$ cat config.mk
export PLATFORM = sky130hd
export DESIGN_NAME = minmax_capture_window_regs
export DESIGN_NICKNAME = d
export VERILOG_FILES = /design/src/minmax_capture_pkg.sv /design/src/minmax_capture_window_regs.sv
export VERILOG_INCLUDE_DIRS = /design/src
export SDC_FILE = /design/constraint.sdc
export NUM_CORES = 1
export LEC_CHECK = 0
export ABC_AREA = 1
export BUFFER_PORTS_ARGS = -buffer_cell sky130_fd_sc_hd__buf_2
export CORE_ASPECT_RATIO = 1.5
export CORE_MARGIN = 3
export CORE_UTILIZATION = 39
export DETAILED_ROUTE_END_ITERATION = 10
export HOLD_SLACK_MARGIN = 0.03
export SLEW_MARGIN = 20
export SYNTH_ARGS = -nofsm -noshare
export SYNTH_HDL_FRONTEND = slang
export SYNTH_SLANG_ARGS = --single-unit
$ cat constraint.sdc
create_clock -name clk_i -period 3.6 [get_ports clk_i]
set_clock_uncertainty 0.1 [all_clocks]
set_input_delay 0.36 -clock clk_i [delete_from_list [all_inputs] [get_ports clk_i]]
set_output_delay 0.36 -clock clk_i [all_outputs]
set_load 0.005 [all_outputs]
$ cat src/minmax_capture_regs.svh
`ifndef MINMAX_CAPTURE_REGS_SVH
`define MINMAX_CAPTURE_REGS_SVH

`define ADDR_TEMP_ALARM_WINDOW    8'h18
`define ADDR_PRESS_WINDOW_BYTE_A  8'h19
`define ADDR_PRESS_WINDOW_BYTE_B  8'h1A
`define ADDR_LOWEST_PRESS_HIGH    8'h1C
`define ADDR_LOWEST_PRESS_MID     8'h1D
`define ADDR_LOWEST_PRESS_LOW     8'h1E
`define ADDR_LOWEST_TEMP_HIGH     8'h1F
`define ADDR_LOWEST_TEMP_LOW      8'h20
`define ADDR_HIGHEST_PRESS_HIGH   8'h21
`define ADDR_HIGHEST_PRESS_MID    8'h22
`define ADDR_HIGHEST_PRESS_LOW    8'h23
`define ADDR_MODE_CTRL            8'h26
`define MODE_ALT_BIT              7
`define RESET_BYTE                8'h00
`define FRAC_MASK                 8'hF0

`endif

$ cat src/minmax_capture_pkg.sv
package minmax_capture_pkg;
  typedef struct packed {
    logic        valid;
    logic [19:0] press;
    logic [11:0] temp;
  } sample_t;

  typedef struct packed {
    logic       wr;
    logic       rd;
    logic [7:0] addr;
    logic [7:0] wdata;
  } reg_req_t;
endpackage

$ cat src/minmax_capture_window_regs.sv
`timescale 1ns/1ps
`include "minmax_capture_regs.svh"

// Functional notes
// - pressure window: 16-bit unsigned, two RW bytes
// - window in meters (altitude) or 2 Pa
// - temperature window: unsigned 8-bit RW byte
// - three-byte lowest pressure/altitude capture
// - three-byte highest pressure/altitude capture
// - altitude capture: 20-bit signed meters
// - altitude: 16 integer bits, 4 fraction bits
// - pressure capture: 20-bit unsigned pascals
// - pressure: 18 integer bits incl. LSB 7:6
// - pressure fraction bits in LSB 5:4
// - captures cleared at reset or by writing zero
// - lowest temperature capture: 12-bit signed
// - temp: integer high byte, fraction low 7:4
// - mode bit: 0 barometric, 1 altitude
module minmax_capture_window_regs
  import minmax_capture_pkg::*;
(
  input  wire logic                         clk_i,
  input  wire logic                         rst_i,
  input  wire minmax_capture_pkg::reg_req_t req_i,
  input  wire minmax_capture_pkg::sample_t  sample_i,
  output logic [7:0]                        rdata_o,
  output logic                              alt_mode_o,
  output logic [15:0]                       press_window_o,
  output logic [7:0]                        temp_window_o
);
  import minmax_capture_pkg::*;

  logic [7:0]  temp_win_q,  temp_win_d;
  logic [15:0] press_win_q, press_win_d;
  logic        alt_q,       alt_d;
  logic [19:0] pmin_q,      pmin_d;
  logic [19:0] pmax_q,      pmax_d;
  logic [11:0] tmin_q,      tmin_d;
  logic        pmin_ok_q,   pmin_ok_d;
  logic        pmax_ok_q,   pmax_ok_d;
  logic        tmin_ok_q,   tmin_ok_d;
  logic [7:0]  rdata_q,     rdata_d;

  // signed compare in altitude mode, unsigned in barometric mode
  function automatic logic press_less(input logic [19:0] a, input logic [19:0] b, input logic altitude_mode_select);
    if (altitude_mode_select) begin
      press_less = $signed(a) < $signed(b);
    end else begin
      press_less = a < b;
    end
  endfunction

  function automatic logic wr_hit(input reg_req_t r, input logic [7:0] a);
    wr_hit = r.wr && (r.addr == a);
  endfunction

  // a capture spans consecutive byte addresses
  function automatic logic wr_span(input reg_req_t r, input logic [7:0] lo, input logic [7:0] hi);
    wr_span = r.wr && (r.addr >= lo) && (r.addr <= hi);
  endfunction

  function automatic logic rd_hit(input reg_req_t r, input logic [7:0] a);
    rd_hit = r.rd && (r.addr == a);
  endfunction

  // window and mode group: plain byte registers, no side effects
  always_comb begin
    temp_win_d  = temp_win_q;
    press_win_d = press_win_q;
    alt_d       = alt_q;
    if (wr_hit(req_i, `ADDR_TEMP_ALARM_WINDOW)) begin
      temp_win_d = req_i.wdata;
    end
    // byte a carries the upper half, byte b the lower
    if (wr_hit(req_i, `ADDR_PRESS_WINDOW_BYTE_A)) begin
      press_win_d[15:8] = req_i.wdata;
    end
    if (wr_hit(req_i, `ADDR_PRESS_WINDOW_BYTE_B)) begin
      press_win_d[7:0] = req_i.wdata;
    end
    // mode relabels units and selects signed or unsigned capture compare; stored bits are never rescaled
    if (wr_hit(req_i, `ADDR_MODE_CTRL)) begin
      alt_d = req_i.wdata[`MODE_ALT_BIT];
    end
  end

  // capture group
  always_comb begin
    pmin_d      = pmin_q;
    pmax_d      = pmax_q;
    tmin_d      = tmin_q;
    pmin_ok_d   = pmin_ok_q;
    pmax_ok_d   = pmax_ok_q;
    tmin_ok_d   = tmin_ok_q;

    // hardware capture first; a host write in the same cycle overrides it
    if (sample_i.valid) begin
      if (!pmin_ok_q || press_less(sample_i.press, pmin_q, alt_q)) begin
        pmin_d    = sample_i.press;
        pmin_ok_d = 1'b1;
      end
      if (!pmax_ok_q || press_less(pmax_q, sample_i.press, alt_q)) begin
        pmax_d    = sample_i.press;
        pmax_ok_d = 1'b1;
      end
      if (!tmin_ok_q || $signed(sample_i.temp) < $signed(tmin_q)) begin
        tmin_d    = sample_i.temp;
        tmin_ok_d = 1'b1;
      end
    end

    // writes land in the byte; a write that leaves the whole capture zero re-arms first-sample load
    if (wr_hit(req_i, `ADDR_LOWEST_PRESS_HIGH)) begin
      pmin_d[19:12] = req_i.wdata;
    end
    if (wr_hit(req_i, `ADDR_LOWEST_PRESS_MID)) begin
      pmin_d[11:4] = req_i.wdata;
    end
    if (wr_hit(req_i, `ADDR_LOWEST_PRESS_LOW)) begin
      pmin_d[3:0] = req_i.wdata[7:4];
    end
    if (wr_hit(req_i, `ADDR_HIGHEST_PRESS_HIGH)) begin
      pmax_d[19:12] = req_i.wdata;
    end
    if (wr_hit(req_i, `ADDR_HIGHEST_PRESS_MID)) begin
      pmax_d[11:4] = req_i.wdata;
    end
    if (wr_hit(req_i, `ADDR_HIGHEST_PRESS_LOW)) begin
      pmax_d[3:0] = req_i.wdata[7:4];
    end
    if (wr_hit(req_i, `ADDR_LOWEST_TEMP_HIGH)) begin
      tmin_d[11:4] = req_i.wdata;
    end
    if (wr_hit(req_i, `ADDR_LOWEST_TEMP_LOW)) begin
      tmin_d[3:0] = req_i.wdata[7:4];
    end

    // only a write into the capture itself re-arms it, so a genuine
    // zero result survives writes to unrelated registers
    if (wr_span(req_i, `ADDR_LOWEST_PRESS_HIGH, `ADDR_LOWEST_PRESS_LOW) && pmin_d == 20'h00000) begin
      pmin_ok_d = 1'b0;
    end
    if (wr_span(req_i, `ADDR_HIGHEST_PRESS_HIGH, `ADDR_HIGHEST_PRESS_LOW) && pmax_d == 20'h00000) begin
      pmax_ok_d = 1'b0;
    end
    if (wr_span(req_i, `ADDR_LOWEST_TEMP_HIGH, `ADDR_LOWEST_TEMP_LOW) && tmin_d == 12'h000) begin
      tmin_ok_d = 1'b0;
    end
  end

  always_comb begin
    case (req_i.addr)
      `ADDR_TEMP_ALARM_WINDOW:   rdata_d = temp_win_q;
      `ADDR_PRESS_WINDOW_BYTE_A: rdata_d = press_win_q[15:8];
      `ADDR_PRESS_WINDOW_BYTE_B: rdata_d = press_win_q[7:0];
      `ADDR_LOWEST_PRESS_HIGH:   rdata_d = pmin_q[19:12];
      `ADDR_LOWEST_PRESS_MID:    rdata_d = pmin_q[11:4];
      `ADDR_LOWEST_PRESS_LOW:    rdata_d = {pmin_q[3:0], 4'h0};
      `ADDR_LOWEST_TEMP_HIGH:    rdata_d = tmin_q[11:4];
      `ADDR_LOWEST_TEMP_LOW:     rdata_d = {tmin_q[3:0], 4'h0};
      `ADDR_HIGHEST_PRESS_HIGH:  rdata_d = pmax_q[19:12];
      `ADDR_HIGHEST_PRESS_MID:   rdata_d = pmax_q[11:4];
      `ADDR_HIGHEST_PRESS_LOW:   rdata_d = {pmax_q[3:0], 4'h0};
      `ADDR_MODE_CTRL:           rdata_d = {alt_q, 7'h00};
      default:                   rdata_d = `RESET_BYTE;
    endcase
    if (!req_i.rd) begin
      rdata_d = rdata_q;
    end
  end

  // window and mode registers
  always_ff @(posedge clk_i or posedge rst_i) begin
    if (rst_i) begin
      temp_win_q  <= `RESET_BYTE;
      press_win_q <= 16'h0000;
      alt_q       <= 1'b0;
    end else begin
      temp_win_q  <= temp_win_d;
      press_win_q <= press_win_d;
      alt_q       <= alt_d;
    end
  end

  // capture registers and their armed flags
  always_ff @(posedge clk_i or posedge rst_i) begin
    if (rst_i) begin
      pmin_q      <= 20'h00000;
      pmax_q      <= 20'h00000;
      tmin_q      <= 12'h000;
      pmin_ok_q   <= 1'b0;
      pmax_ok_q   <= 1'b0;
      tmin_ok_q   <= 1'b0;
    end else begin
      pmin_q      <= pmin_d;
      pmax_q      <= pmax_d;
      tmin_q      <= tmin_d;
      pmin_ok_q   <= pmin_ok_d;
      pmax_ok_q   <= pmax_ok_d;
      tmin_ok_q   <= tmin_ok_d;
    end
  end

  // read data register
  always_ff @(posedge clk_i or posedge rst_i) begin
    if (rst_i) begin
      rdata_q <= `RESET_BYTE;
    end else begin
      rdata_q <= rdata_d;
    end
  end

  assign rdata_o        = rdata_q;
  assign alt_mode_o     = alt_q;
  assign press_window_o = press_win_q;
  assign temp_window_o  = temp_win_q;

  a_min_first_load: assert property (@(posedge clk_i) disable iff (rst_i)
    (sample_i.valid && !pmin_ok_q && !req_i.wr) |=> (pmin_q == $past(sample_i.press) && pmin_ok_q))
    else $error("first sample not loaded into minimum");

  a_max_monotone: assert property (@(posedge clk_i) disable iff (rst_i)
    (pmax_ok_q && !req_i.wr && !$changed(alt_q)) |=> !press_less(pmax_q, $past(pmax_q), alt_q))
    else $error("maximum capture decreased");

  a_min_monotone: assert property (@(posedge clk_i) disable iff (rst_i)
    (pmin_ok_q && !req_i.wr && !$changed(alt_q)) |=> !press_less($past(pmin_q), pmin_q, alt_q))
    else $error("minimum capture increased");

  a_tmin_monotone: assert property (@(posedge clk_i) disable iff (rst_i)
    (tmin_ok_q && !req_i.wr) |=> ($signed(tmin_q) <= $signed($past(tmin_q))))
    else $error("temperature minimum increased");

  a_reserved_zero: assert property (@(posedge clk_i) disable iff (rst_i)
    (req_i.rd && (req_i.addr == `ADDR_LOWEST_PRESS_LOW || req_i.addr == `ADDR_HIGHEST_PRESS_LOW
      || req_i.addr == `ADDR_LOWEST_TEMP_LOW)) |=> (rdata_o[3:0] == 4'h0))
    else $error("reserved capture bits read nonzero");

  a_window_write: assert property (@(posedge clk_i) disable iff (rst_i)
    (req_i.wr && req_i.addr == `ADDR_PRESS_WINDOW_BYTE_A) |=> (press_window_o[15:8] == $past(req_i.wdata)))
    else $error("window upper byte not written");

  a_temp_window: assert property (@(posedge clk_i) disable iff (rst_i)
    (req_i.wr && req_i.addr == `ADDR_TEMP_ALARM_WINDOW) |=> (temp_window_o == $past(req_i.wdata)))
    else $error("temperature window lost");

  a_mode_select: assert property (@(posedge clk_i) disable iff (rst_i)
    (req_i.wr && req_i.addr == `ADDR_MODE_CTRL) |=> (alt_mode_o == $past(req_i.wdata[`MODE_ALT_BIT])))
    else $error("mode bit not taken");

  a_clear_rearms: assert property (@(posedge clk_i) disable iff (rst_i)
    (req_i.wr && req_i.addr == `ADDR_LOWEST_TEMP_HIGH && req_i.wdata == 8'h00 && tmin_q[3:0] == 4'h0
      && !sample_i.valid) |=> !tmin_ok_q)
    else $error("zero write did not clear temperature minimum");

  a_max_clear_rearms: assert property (@(posedge clk_i) disable iff (rst_i)
    (wr_hit(req_i, `ADDR_HIGHEST_PRESS_HIGH) && req_i.wdata == 8'h00 && pmax_q[11:0] == 12'h000
      && !sample_i.valid) |=> !pmax_ok_q)
    else $error("zero write did not clear maximum");

  a_reset_clear: assert property (@(posedge clk_i)
    rst_i |=> (pmin_q == 20'h00000 && pmax_q == 20'h00000 && tmin_q == 12'h000 && !alt_mode_o
      && rdata_o == 8'h00))
    else $error("state not cleared by reset");

  a_window_low_byte: assert property (@(posedge clk_i) disable iff (rst_i)
    wr_hit(req_i, `ADDR_PRESS_WINDOW_BYTE_B) |=> (press_window_o[7:0] == $past(req_i.wdata)))
    else $error("window lower byte not written");

  a_window_high_read: assert property (@(posedge clk_i) disable iff (rst_i)
    rd_hit(req_i, `ADDR_PRESS_WINDOW_BYTE_A) |=> (rdata_o == $past(press_win_q[15:8])))
    else $error("window upper byte read wrong");

  a_window_units_kept: assert property (@(posedge clk_i) disable iff (rst_i)
    wr_hit(req_i, `ADDR_MODE_CTRL) |=> ($stable(press_window_o) && $stable(temp_window_o)))
    else $error("mode change altered a window value");

  a_temp_window_read: assert property (@(posedge clk_i) disable iff (rst_i)
    rd_hit(req_i, `ADDR_TEMP_ALARM_WINDOW) |=> (rdata_o == $past(temp_win_q)))
    else $error("temperature window read wrong");

  a_min_mid_read: assert property (@(posedge clk_i) disable iff (rst_i)
    rd_hit(req_i, `ADDR_LOWEST_PRESS_MID) |=> (rdata_o == $past(pmin_q[11:4])))
    else $error("minimum middle byte read wrong");

  a_max_high_read: assert property (@(posedge clk_i) disable iff (rst_i)
    rd_hit(req_i, `ADDR_HIGHEST_PRESS_HIGH) |=> (rdata_o == $past(pmax_q[19:12])))
    else $error("maximum high byte read wrong");

  a_alt_min_signed: assert property (@(posedge clk_i) disable iff (rst_i)
    (sample_i.valid && pmin_ok_q && alt_q && !req_i.wr && $signed(sample_i.press) < $signed(pmin_q))
      |=> (pmin_q == $past(sample_i.press)))
    else $error("signed altitude minimum not captured");

  a_min_high_read: assert property (@(posedge clk_i) disable iff (rst_i)
    rd_hit(req_i, `ADDR_LOWEST_PRESS_HIGH) |=> (rdata_o == $past(pmin_q[19:12])))
    else $error("minimum high byte read wrong");

  a_baro_max_unsigned: assert property (@(posedge clk_i) disable iff (rst_i)
    (sample_i.valid && pmax_ok_q && !alt_q && !req_i.wr && sample_i.press > pmax_q)
      |=> (pmax_q == $past(sample_i.press)))
    else $error("unsigned pressure maximum not captured");

  a_max_mid_read: assert property (@(posedge clk_i) disable iff (rst_i)
    rd_hit(req_i, `ADDR_HIGHEST_PRESS_MID) |=> (rdata_o == $past(pmax_q[11:4])))
    else $error("maximum middle byte read wrong");

  a_max_frac_read: assert property (@(posedge clk_i) disable iff (rst_i)
    rd_hit(req_i, `ADDR_HIGHEST_PRESS_LOW) |=> (rdata_o[7:4] == $past(pmax_q[3:0])))
    else $error("maximum fraction bits read wrong");

  a_min_frac_read: assert property (@(posedge clk_i) disable iff (rst_i)
    rd_hit(req_i, `ADDR_LOWEST_PRESS_LOW) |=> (rdata_o[7:4] == $past(pmin_q[3:0])))
    else $error("minimum fraction bits read wrong");

  a_tmin_signed: assert property (@(posedge clk_i) disable iff (rst_i)
    (sample_i.valid && tmin_ok_q && !req_i.wr && $signed(sample_i.temp) < $signed(tmin_q))
      |=> (tmin_q == $past(sample_i.temp)))
    else $error("lower temperature not captured");

  a_tmin_high_read: assert property (@(posedge clk_i) disable iff (rst_i)
    rd_hit(req_i, `ADDR_LOWEST_TEMP_HIGH) |=> (rdata_o == $past(tmin_q[11:4])))
    else $error("temperature minimum high byte read wrong");

  a_tmin_low_read: assert property (@(posedge clk_i) disable iff (rst_i)
    rd_hit(req_i, `ADDR_LOWEST_TEMP_LOW) |=> (rdata_o[7:4] == $past(tmin_q[3:0])))
    else $error("temperature fraction bits read wrong");

  a_mode_readback: assert property (@(posedge clk_i) disable iff (rst_i)
    rd_hit(req_i, `ADDR_MODE_CTRL) |=> (rdata_o == {$past(alt_q), 7'h00}))
    else $error("mode bit read wrong");

  a_max_first_load: assert property (@(posedge clk_i) disable iff (rst_i)
    (sample_i.valid && !pmax_ok_q && !req_i.wr) |=> (pmax_q == $past(sample_i.press) && pmax_ok_q))
    else $error("first sample not loaded into maximum");

  a_tmin_first_load: assert property (@(posedge clk_i) disable iff (rst_i)
    (sample_i.valid && !tmin_ok_q && !req_i.wr) |=> (tmin_q == $past(sample_i.temp) && tmin_ok_q))
    else $error("first sample not loaded into temperature minimum");
endmodule

Word level (Yosys, flattened, before mapping)
Cells that the tools add are included.

storage, ports and cells
  bits in registers = 88
  bits of input ports = 53
  output and inout port bits = 33
  logic and storage cells = 101

operators by class
  magnitude comparators = 11
  equal/unequal tests = 12
  mux-type cells = 28
  reduce and logical (&&, ||, !) cells = 39

operators by type and width
  kind                number
  $pmux 8 s12         1
  $lt 20x20->1        4
  $mux 20             4
  $eq 8x5->1 const B  7
  $eq 8x6->1 const B  5
  $logic_not 20->1    2
  $mux 8              5
  $mux 12             2
  $logic_and 1x1->1   21
  $ge 8x5->1 const B  2
  $le 8x6->1 const B  2
  $mux 1              13
  $logic_not 12->1    1
  $lt 12x12->1        1
  $mux 4              3
  $reduce_bool 2->1   6
  $ge 8x6->1 const B  1
  $le 8x5->1 const B  1
  $reduce_and 2->1    3
  $logic_not 1->1     3
  $logic_or 1x1->1    3

Logic depth before layout (Yosys ltp)
Gate-level depths: netlist of the first run.

  depth in word-level cells = 11
  gate-level depth with buffers = 23
  gate-level depth less buffers = 22

Worst setup path before layout of the first run
OpenSTA, ideal clock, no wires.

  kind = input port to flip-flop
  start point = in sample_i[31] (netlist bit)
  end point = reg pmax_ok_q
  setup time = 0.113 ns
  data arrival time = 2.096 ns
  required time = 3.387 ns
  slack = 1.291 ns
  cell stages on the path = 19
  path buffers = 2
  cells stage by stage = inv_1 ha_1 nand2_1 nor2_2 nand2_1 nor2_1 nand2_1 nand3_1 nand2_1 nand3_2 buf_6 buf_8 nand3_1 a31oi_1 nand2_1 nor2_1 nand3_1 nand2_1 inv_1

between the ends
  word-level cells in the longest chain between the ends = 11
  elaborated cells between the ends (all ways) = 16
  those cells by class = order compare (2); mux (8); reduce/logical (6)

RTL lines
  item                                  RTL line                                                            source
  start, declared                       minmax_capture_window_regs.sv:25                                    input wire minmax_capture_pkg::sample_t sample_i,
  $lt 20x20->1 (on tied branches)       minmax_capture_window_regs.sv:49, minmax_capture_window_regs.sv:47
  $mux 1                                minmax_capture_window_regs.sv:46                                    if (altitude_mode_select) begin
  $mux 1                                minmax_capture_window_regs.sv:97                                    if (sample_i.valid) begin
  $logic_or 1x1->1                      minmax_capture_window_regs.sv:102                                   if (!pmax_ok_q || press_less(pmax_q, sample_i.press, alt_q)) begin
  $mux 20                               minmax_capture_window_regs.sv:102
  $mux 20                               minmax_capture_window_regs.sv:97
  $mux 4, or another cell as far along  minmax_capture_window_regs.sv:128                                   if (wr_hit(req_i, `ADDR_HIGHEST_PRESS_LOW)) begin
  $logic_not 20->1                      minmax_capture_window_regs.sv:143                                   if (wr_span(req_i, `ADDR_HIGHEST_PRESS_HIGH, `ADDR_HIGHEST_PRESS_LOW) && pmax_d == 20'h00000) begin
  $logic_and 1x1->1                     minmax_capture_window_regs.sv:143
  $reduce_bool 2->1 (no line)           --
  $reduce_and 2->1 (no line)            --
  end signal, assigned                  minmax_capture_window_regs.sv:199                                   pmax_ok_q <= pmax_ok_d;
  end, declared                         minmax_capture_window_regs.sv:40                                    logic pmax_ok_q, pmax_ok_d;

Several ways; a longest one is shown, not always the timed one. The select of a mux whose other input is x is not followed.
A chain may end at the register's enable or synchronous reset.

Worst setup path after layout of the first run
  start point = reg pmax_q[15]
  end point = reg pmax_ok_q

between the ends
  word-level cells in the longest chain between the ends = 11
  elaborated cells between the ends (all ways) = 16
  those cells by class = order compare (2); mux (8); reduce/logical (6)

RTL lines
  item                             RTL line                                                            source
  start, declared                  minmax_capture_window_regs.sv:37                                    logic [19:0] pmax_q, pmax_d;
  start signal, assigned           minmax_capture_window_regs.sv:196                                   pmax_q <= pmax_d;
  $lt 20x20->1 (on tied branches)  minmax_capture_window_regs.sv:49, minmax_capture_window_regs.sv:47
  $mux 1 (*)                       minmax_capture_window_regs.sv:46
  $mux 1 (*)                       minmax_capture_window_regs.sv:97
  $logic_or 1x1->1 (*)             minmax_capture_window_regs.sv:102
  $mux 20 (*)                      minmax_capture_window_regs.sv:102
  $mux 20 (*)                      minmax_capture_window_regs.sv:97
  $mux 8 (*)                       minmax_capture_window_regs.sv:125                                   if (wr_hit(req_i, `ADDR_HIGHEST_PRESS_MID)) begin
  via pmax_d[4]                    minmax_capture_window_regs.sv:37
  $logic_not 20->1 (*)             minmax_capture_window_regs.sv:143
  $logic_and 1x1->1 (*)            minmax_capture_window_regs.sv:143
  $reduce_bool 2->1 (no line)      --
  $reduce_and 2->1 (no line)       --

Mark *: on every way through the listed nets, which the timed path passes. The rest lies on a longest branch. The select of a mux whose other input is x is not followed.

==> out/summary.txt, run 1 <==
Outcome: complete, no violations
CP endpoint kind: flip-flop
Synth Warn #: 0
Vias: 6,034
I/O Buffers: 85
HP Class: in -> async
# nets final: 1,084
Mapped Avg Cell Area: 6.986 µm²
Via/cell ratio: 5.071
Delay of the slowest critical-path stage: 0.40 ns
Post-synthesis sequential area ratio: 0.3498
Fin crit period: 2.930 ns
Postcts setup bufs: 0
Total congestion overflow: 0
Relative slew slack: 0.5108
RSZ-0062 raised after global routing: false
Detailed Route WL: 20,070 µm
# fillers: 1,656
Pwr dens: 619.2 mW/mm²
Fraction of layout cells with a size suffix above 1: 0.1510
Clock Sinks: 88
Largest net degree at the start of global routing: 55
Total track usage: 0.2368
Crit-path max FO: 13
Ys async rst share: 1.000
Cell Chain, Critical Path: ha_1, nand2_1, nor2_1, nand2_1, nor2_1, nand2_1, nand4_1, nand3_2, nand2_1, buf_4, nand2_1, nand3_1, nand2_1, nor2_1, nand2_1, nor2_1, nand3_1, nand2_1, inv_1
Die ar.: 0.01773 mm²
Avg WL per Cell: 16.86 µm
Most common cell after layout, fill and taps aside: nand2_1
Synth cell types: 38
Starting Density: 0.3993
Final setup fails: 0
ANT nets after route: 0
H-tree depth: 3
Area leader, netlist: dfrtp_1
Ports: 86
Gp weighted congestion: 0.9109
# resized after CTS: 0
Chip Height: 161.6 µm
Lkg Pwr: 3.893 nW
Total Neg Setup Slack: 0 ns
WP data required: 3.75 ns
Antenna fix cells: 0
Top cells by area, synth: dfrtp_1 35%, nand2_1 16%, ha_1 9.7%
Mapped Area: 0.006295 mm²
Fmax: 341.3 MHz
Number of flops mapped to enable cells by yosys: 0
Area Overhead vs Synth: 14.43%
Most used flip-flop cell after synthesis: dfrtp_1
Maxcap violations: 0
Worst-Skew Late Latency: 0.34 ns
Remaining DRCs: 0
Die X: 109.7 µm
Core Util, Final: 0.4569
Clock-pin slew on the worst setup and hold paths: 0.07 ns
Final worst-path cycle share: 0.8138
DR iter-0 viols: 378
Startpoint Class: flip-flop
Rows: 56
Global-route wire length before repair: 32,030 µm
Number of synthesized register bits: 88
Vias in the first global route: 6,069
Kind of critical path: reg -> reg
CTS buffer count: 9
DP HPWL: 16,230 µm
Hold Buf Count CTS: 0
Initial antenna violation count: 0
Slowest cell on the critical path: dfrtp_1
Syn nets: 1,003
CP dominant cell by count: nand2_1
Critical Path AT: 3.08 ns
Clock buffer depth: 2
Root buffer cell: clkbuf_16
First drt pass iteration count: 5
Peak supply drop: 0.2510 mV
Max-slew violation count: 0
CTS tree: built
CORE AREA: 0.01577 mm²
Post-synth top area share: 0.3498
Commonest non-fill, non-tap cells in the layout: 273 x nand2_1, 138 x inv_1, 88 x dfrtp_1, 87 x nand3_1, 85 x buf_2
Gate Count Post-Synth: 901
Final Hold Vio Count: 0
Slew @ Worst Pin: 0.7339 ns
==> sequential cells by signal, summed over array words and instances, names as in the netlist <==
signal and cells:
alt_mode_o 1, pmax_q 20, pmin_ok_q 1, rdata_o 8, temp_window_o 8, tmin_q 12
pmin_q 20, pmax_ok_q 1, press_window_o 16, tmin_ok_q 1
==> logic make-up after synthesis <==
group / after synthesis / synth area share
AOI/OAI and AO/OA: 120 / 0.1157
adders and majority gates: 49 / 0.09740
buffers and inverters: 172 / 0.1159
DFF: 88 / 0.3498
muxes: 2 / 0.003578
and+or+nand+nor: 470 / 0.3176
==> stage by stage <==
stage | power [mW] | setup WS [ns] | hold WS [ns] | cell area (µm²) | instances
after floorplan | 2.958 | 0.8614 | 0.3672 | 6295 | 901
after global placement | 3.426 | 0.5579 | 0.3924 | 6882 | 1174
after detailed placement | 3.448 | 0.5354 | 0.3942 | 6882 | 1174
after CTS | 4.478 | 0.7094 | 0.1544 | 7202 | 1190
after global routing | 4.865 | 0.3514 | 0.09093 | 7203 | 1190
final | 4.460 | 0.6703 | 0.03283 | 7203 | 1190
==> synth_stat cells, types with 4 or more instances <==
cell type and count:
buf_4 6, dfrtp_1 88, nand3_2 4, nor2_4 5, ha_1 49, nand2_2 5, inv_2 9, nor2_2 6
inv_1 139, nor2_1 79, a221oi_1 6, o41ai_1 6, nand3_1 87, nand2_1 273, clkbuf_1 6, o21ai_0 50
a22o_1 4, buf_6 4, o22ai_1 15, a21oi_1 23
==> critical path, delay by kind of cell, from the launching register on <==
family        cells  cell delay (ns)
buf+inv           2             0.23
flops             1             0.40
fa+ha+maj         1             0.30
simple gates     16             1.80
==> final timing paths <==
path / startpoint / end / slack (ns) / cells past startpoint
min: rst_i / temp_window_o[3]$_DFFE_PP0P_ / 0.03 / 2
max: pmax_q[15]$_DFF_PP0_ / pmax_ok_q$_DFFE_PP0P_ / 0.67 / 19
max reg2reg: pmax_q[15]$_DFF_PP0_ / pmax_ok_q$_DFFE_PP0P_ / 0.67 / 19
min reg2reg: rdata_o[7]$_DFFE_PP0P_ / rdata_o[7]$_DFFE_PP0P_ / 0.40 / 1
max in group asynchronous: rst_i / pmax_q[1]$_DFF_PP0_ / 2.69 / 3
min in group clk_i: sample_i[4] / tmin_q[4]$_DFF_PP0_ / 0.20 / 3
==> layer usage <==
metal | part of all wire | global-route usage
met2 | 0.53 | 0.4236
met3 | 0.041 | 0.02999
met1 | 0.39 | 0.2773
met5 | 0 | 0
met4 | 0.037 | 0.1038
==> area by class of cell <==
class	instances	area, µm²	area share
Sequential cell	88	2202	0.3057
Inverter	148	558.0	0.07747
Clock buffer	9	225.2	0.03127
Clock inverter	7	95.09	0.01320
Multi-Input combinational cell	641	3363	0.4669
Timing Repair Buffer	94	505.5	0.07018
Tap cell	203	254.0	0.03526
==> report_power, final <==
part,switching (mW),internal (mW),leakage [nW]
clock network,0.419,0.610,0.156
registers,0.153,1.29,1.05
logic,1.31,0.680,2.68
total,1.88,2.58,3.89
(Power assumes the default switching activity.)
==> inputs of run 2 (changes only) <==
==> constraint.sdc (replaced) <==
create_clock -name clk_i -period 2.71 [get_ports clk_i]
set_clock_uncertainty 0.1 [all_clocks]
set_input_delay 0.271 -clock clk_i [delete_from_list [all_inputs] [get_ports clk_i]]
set_output_delay 0.271 -clock clk_i [all_outputs]
set_load 0.005 [all_outputs]
==> run 2 against run 1 <==
Against the previous run:
- routed wire length is 15% higher
- flip-flop and latch count is the same
- utilization rose by 9.4 points
- fmax grew 10%
- sequential power increased by 35%
- clock power up 36%
- hold slack better by 0.10 ns
- count of clock-buffer cells in the layout stayed put
- final cell count up 8.2%
- via count rose by 11%
- largest cell class unchanged
==> out/summary.txt, run 2 (synthesis gave the netlist of run 1 again) <==
Chip Height: 161.6 µm (unchanged)
Root buffer cell: clkbuf_16
Max-slew violation count: 0 (unchanged)
WP data required: 2.84 ns (-0.91 ns)
CORE AREA: 0.01577 mm² (unchanged)
Maxcap violations: 0 (unchanged)
Total Neg Setup Slack: 0 ns (unchanged)
Crit path max-delay family: simple AND/OR/NAND/NOR gates
Kind of critical path: reg -> reg
Fin crit period: 2.661 ns (-0.2683 ns)
Peak supply drop: 0.4609 mV (+84%)
# nets final: 1,182 (+9.0%)
Die ar.: 0.01773 mm² (unchanged)
DR iter-0 viols: 435 (+15%)
Crit-path max FO: 6 (-7)
CTS buffer count: 9 (unchanged)
I/O Buffers: 85 (unchanged)
Clock buffer depth: 2 (unchanged)
Via/cell ratio: 5.198 (+2.5%)
Buf/Inv on CP: 4 (+2)
Placed Area: 0.007362 mm² (+7.0%)
Relative slew slack: 0.3983 (-0.1124)
Global-route wire length before repair: 33,260 µm (+3.8%)
Initial antenna violation count: 0 (unchanged)
Clock-pin slew on the worst setup and hold paths: 0.07 ns (about the same)
Final Hold Vio Count: 0 (unchanged)
Die X: 109.7 µm (unchanged)
Area Overhead vs Synth: 38.06%
Startpoint Class: flip-flop
Outcome: complete, no violations
WHS: 0.1346 ns (+0.1018 ns)
HP Class: in -> reg
Clock Sinks: 88 (unchanged)
Delay of the slowest critical-path stage: 0.38 ns (-0.02 ns)
Remaining DRCs: 0 (unchanged)
Cell Chain, Critical Path: inv_2, ha_4, nand2_2, inv_1, nand2_1, nand2_1, a21oi_2, nand3_1, nand2_2, nand3_4, nand2_8, clkbuf_16, nand2_2, nand3_2, nand2_2, nor2_2, nand2_1, nor2_1, nand3_1, nand2_1, inv_1
Total congestion overflow: 0 (unchanged)
Flop2flop setup slack: 0.05 ns (-0.62 ns)
Most common cell after layout, fill and taps aside: nand2_1
CP endpoint kind: flip-flop
Avg WL per Cell: 17.84 µm (+5.8%)
Slowest cell on the critical path: dfrtp_1
Vias: 6,695 (+11%)
Pwr dens: 907.9 mW/mm² (+47%)
Post-route cell area: 0.008691 mm² (+21%)
H-tree depth: 3 (unchanged)
Gp weighted congestion: 0.8798 (-3.4%)
Vias in the first global route: 6,441 (+6.1%)
Fmax: 375.7 MHz (+10%)
Rows: 56 (unchanged)
CTS tree: built
DP HPWL: 16,900 µm (+4.2%)
Final worst-path cycle share: 0.9821 (+0.1683)
Starting Density: 0.3993 (unchanged)
Antenna fix cells: 0 (unchanged)
Largest net degree at the start of global routing: 68 (+24%)
Pre-CTS setup slack: -0.1067 ns (-0.6422 ns)
Slew @ Worst Pin: 0.9025 ns (+0.1686 ns)
Critical Path AT: 2.79 ns (-0.29 ns)
Total track usage: 0.2470 (+0.01018)
RSZ-0062 raised after global routing: true
Detailed Route WL: 22,980 µm (+15%)
Worst-Skew Late Latency: 0.34 ns (about the same)
Final setup fails: 0 (unchanged)
ANT nets after route: 0 (unchanged)
Fraction of layout cells with a size suffix above 1: 0.3327 (+0.1818)
First drt pass iteration count: 7 (+2)
Commonest non-fill, non-tap cells in the layout: 238 x nand2_1, 122 x inv_1, 89 x buf_4, 88 x dfrtp_1, 85 x buf_2
Lkg Pwr: 4.483 nW (+15%)
Worst setup margin: 0.04861 ns (-0.6217 ns)
Ports: 86 (unchanged)
Tot Pwr: 7.890 mW (+77%)
[run 2: changes by cell type in the layout (fill, tap and decap cells not counted), sizes merged]
cell and delta:
buf +91, clkbuf +3, nand2 +3, clkinv -1, clkinvlp +1, dlygate4sd3 +1
[run 2: final cells by class]
type,count,area [µm²]
Clock inverter,7,101.3
Sequential cell,88,2202
Multi-Input combinational cell,644,4003
Timing Repair Buffer,189,1349
Inverter,148,556.8
Fill cell,1527,7074
Clock buffer,9,225.2
Tap cell,203,254.0
[run 2: where the power goes]
part / internal [mW] / total, mW / switching, mW
Sequential: 1.71 / 1.95 / 0.239
Clock: 0.817 / 1.40 / 0.580
Combinational: 2.07 / 4.54 / 2.47
[run 2: tightest hold or removal path, stage by stage]
cell,delay (ns)
buf_2,0.09
nor2_1,0.05
o22ai_2,0.11
[run 2: what timing repair did]
item / 4_1_cts / 5_1_grt
pin swaps: 4 / 86
setup buffers: 1 / 33
gates resized for setup: 10 / 139
hold endpoints to repair: 21 / 0
hold buffers: 1 / 0
gates cloned: 0 / 6
setup endpoints to repair: 3 / 3
[run 2: worst paths after layout]
path	from	endpoint	cells after the start
setup / recovery	pmin_q[15]$_DFF_PP0_	pmin_ok_q$_DFFE_PP0P_	21
hold / removal	sample_i[8]	tmin_q[8]$_DFF_PP0_	3
setup reg to reg	pmin_q[15]$_DFF_PP0_	pmin_ok_q$_DFFE_PP0P_	21
hold reg to reg	rdata_o[4]$_DFFE_PP0P_	rdata_o[4]$_DFFE_PP0P_	1
max in group asynchronous	rst_i	pmax_q[8]$_DFF_PP0_	4
min in group asynchronous	rst_i	temp_window_o[3]$_DFFE_PP0P_	3
[run 2: metal layers]
layer	track usage	share of wire	up-vias
li1	-	-	3253
met2	0.4330	0.53	233
met3	0.03039	0.043	69
met5	0	0	-
met4	0.1395	0.055	0
met1	0.2837	0.37	3140
[run 2: stage by stage]
| stage | utilization | instances |
|---|---|---|
| after floorplan | - | 901 |
| after global placement | 0.4670 | 1233 |
| after detailed placement | 0.4670 | 1233 |
| after global routing | 0.5513 | 1288 |
| after CTS | 0.4915 | 1251 |
| final | 0.5513 | 1288 |
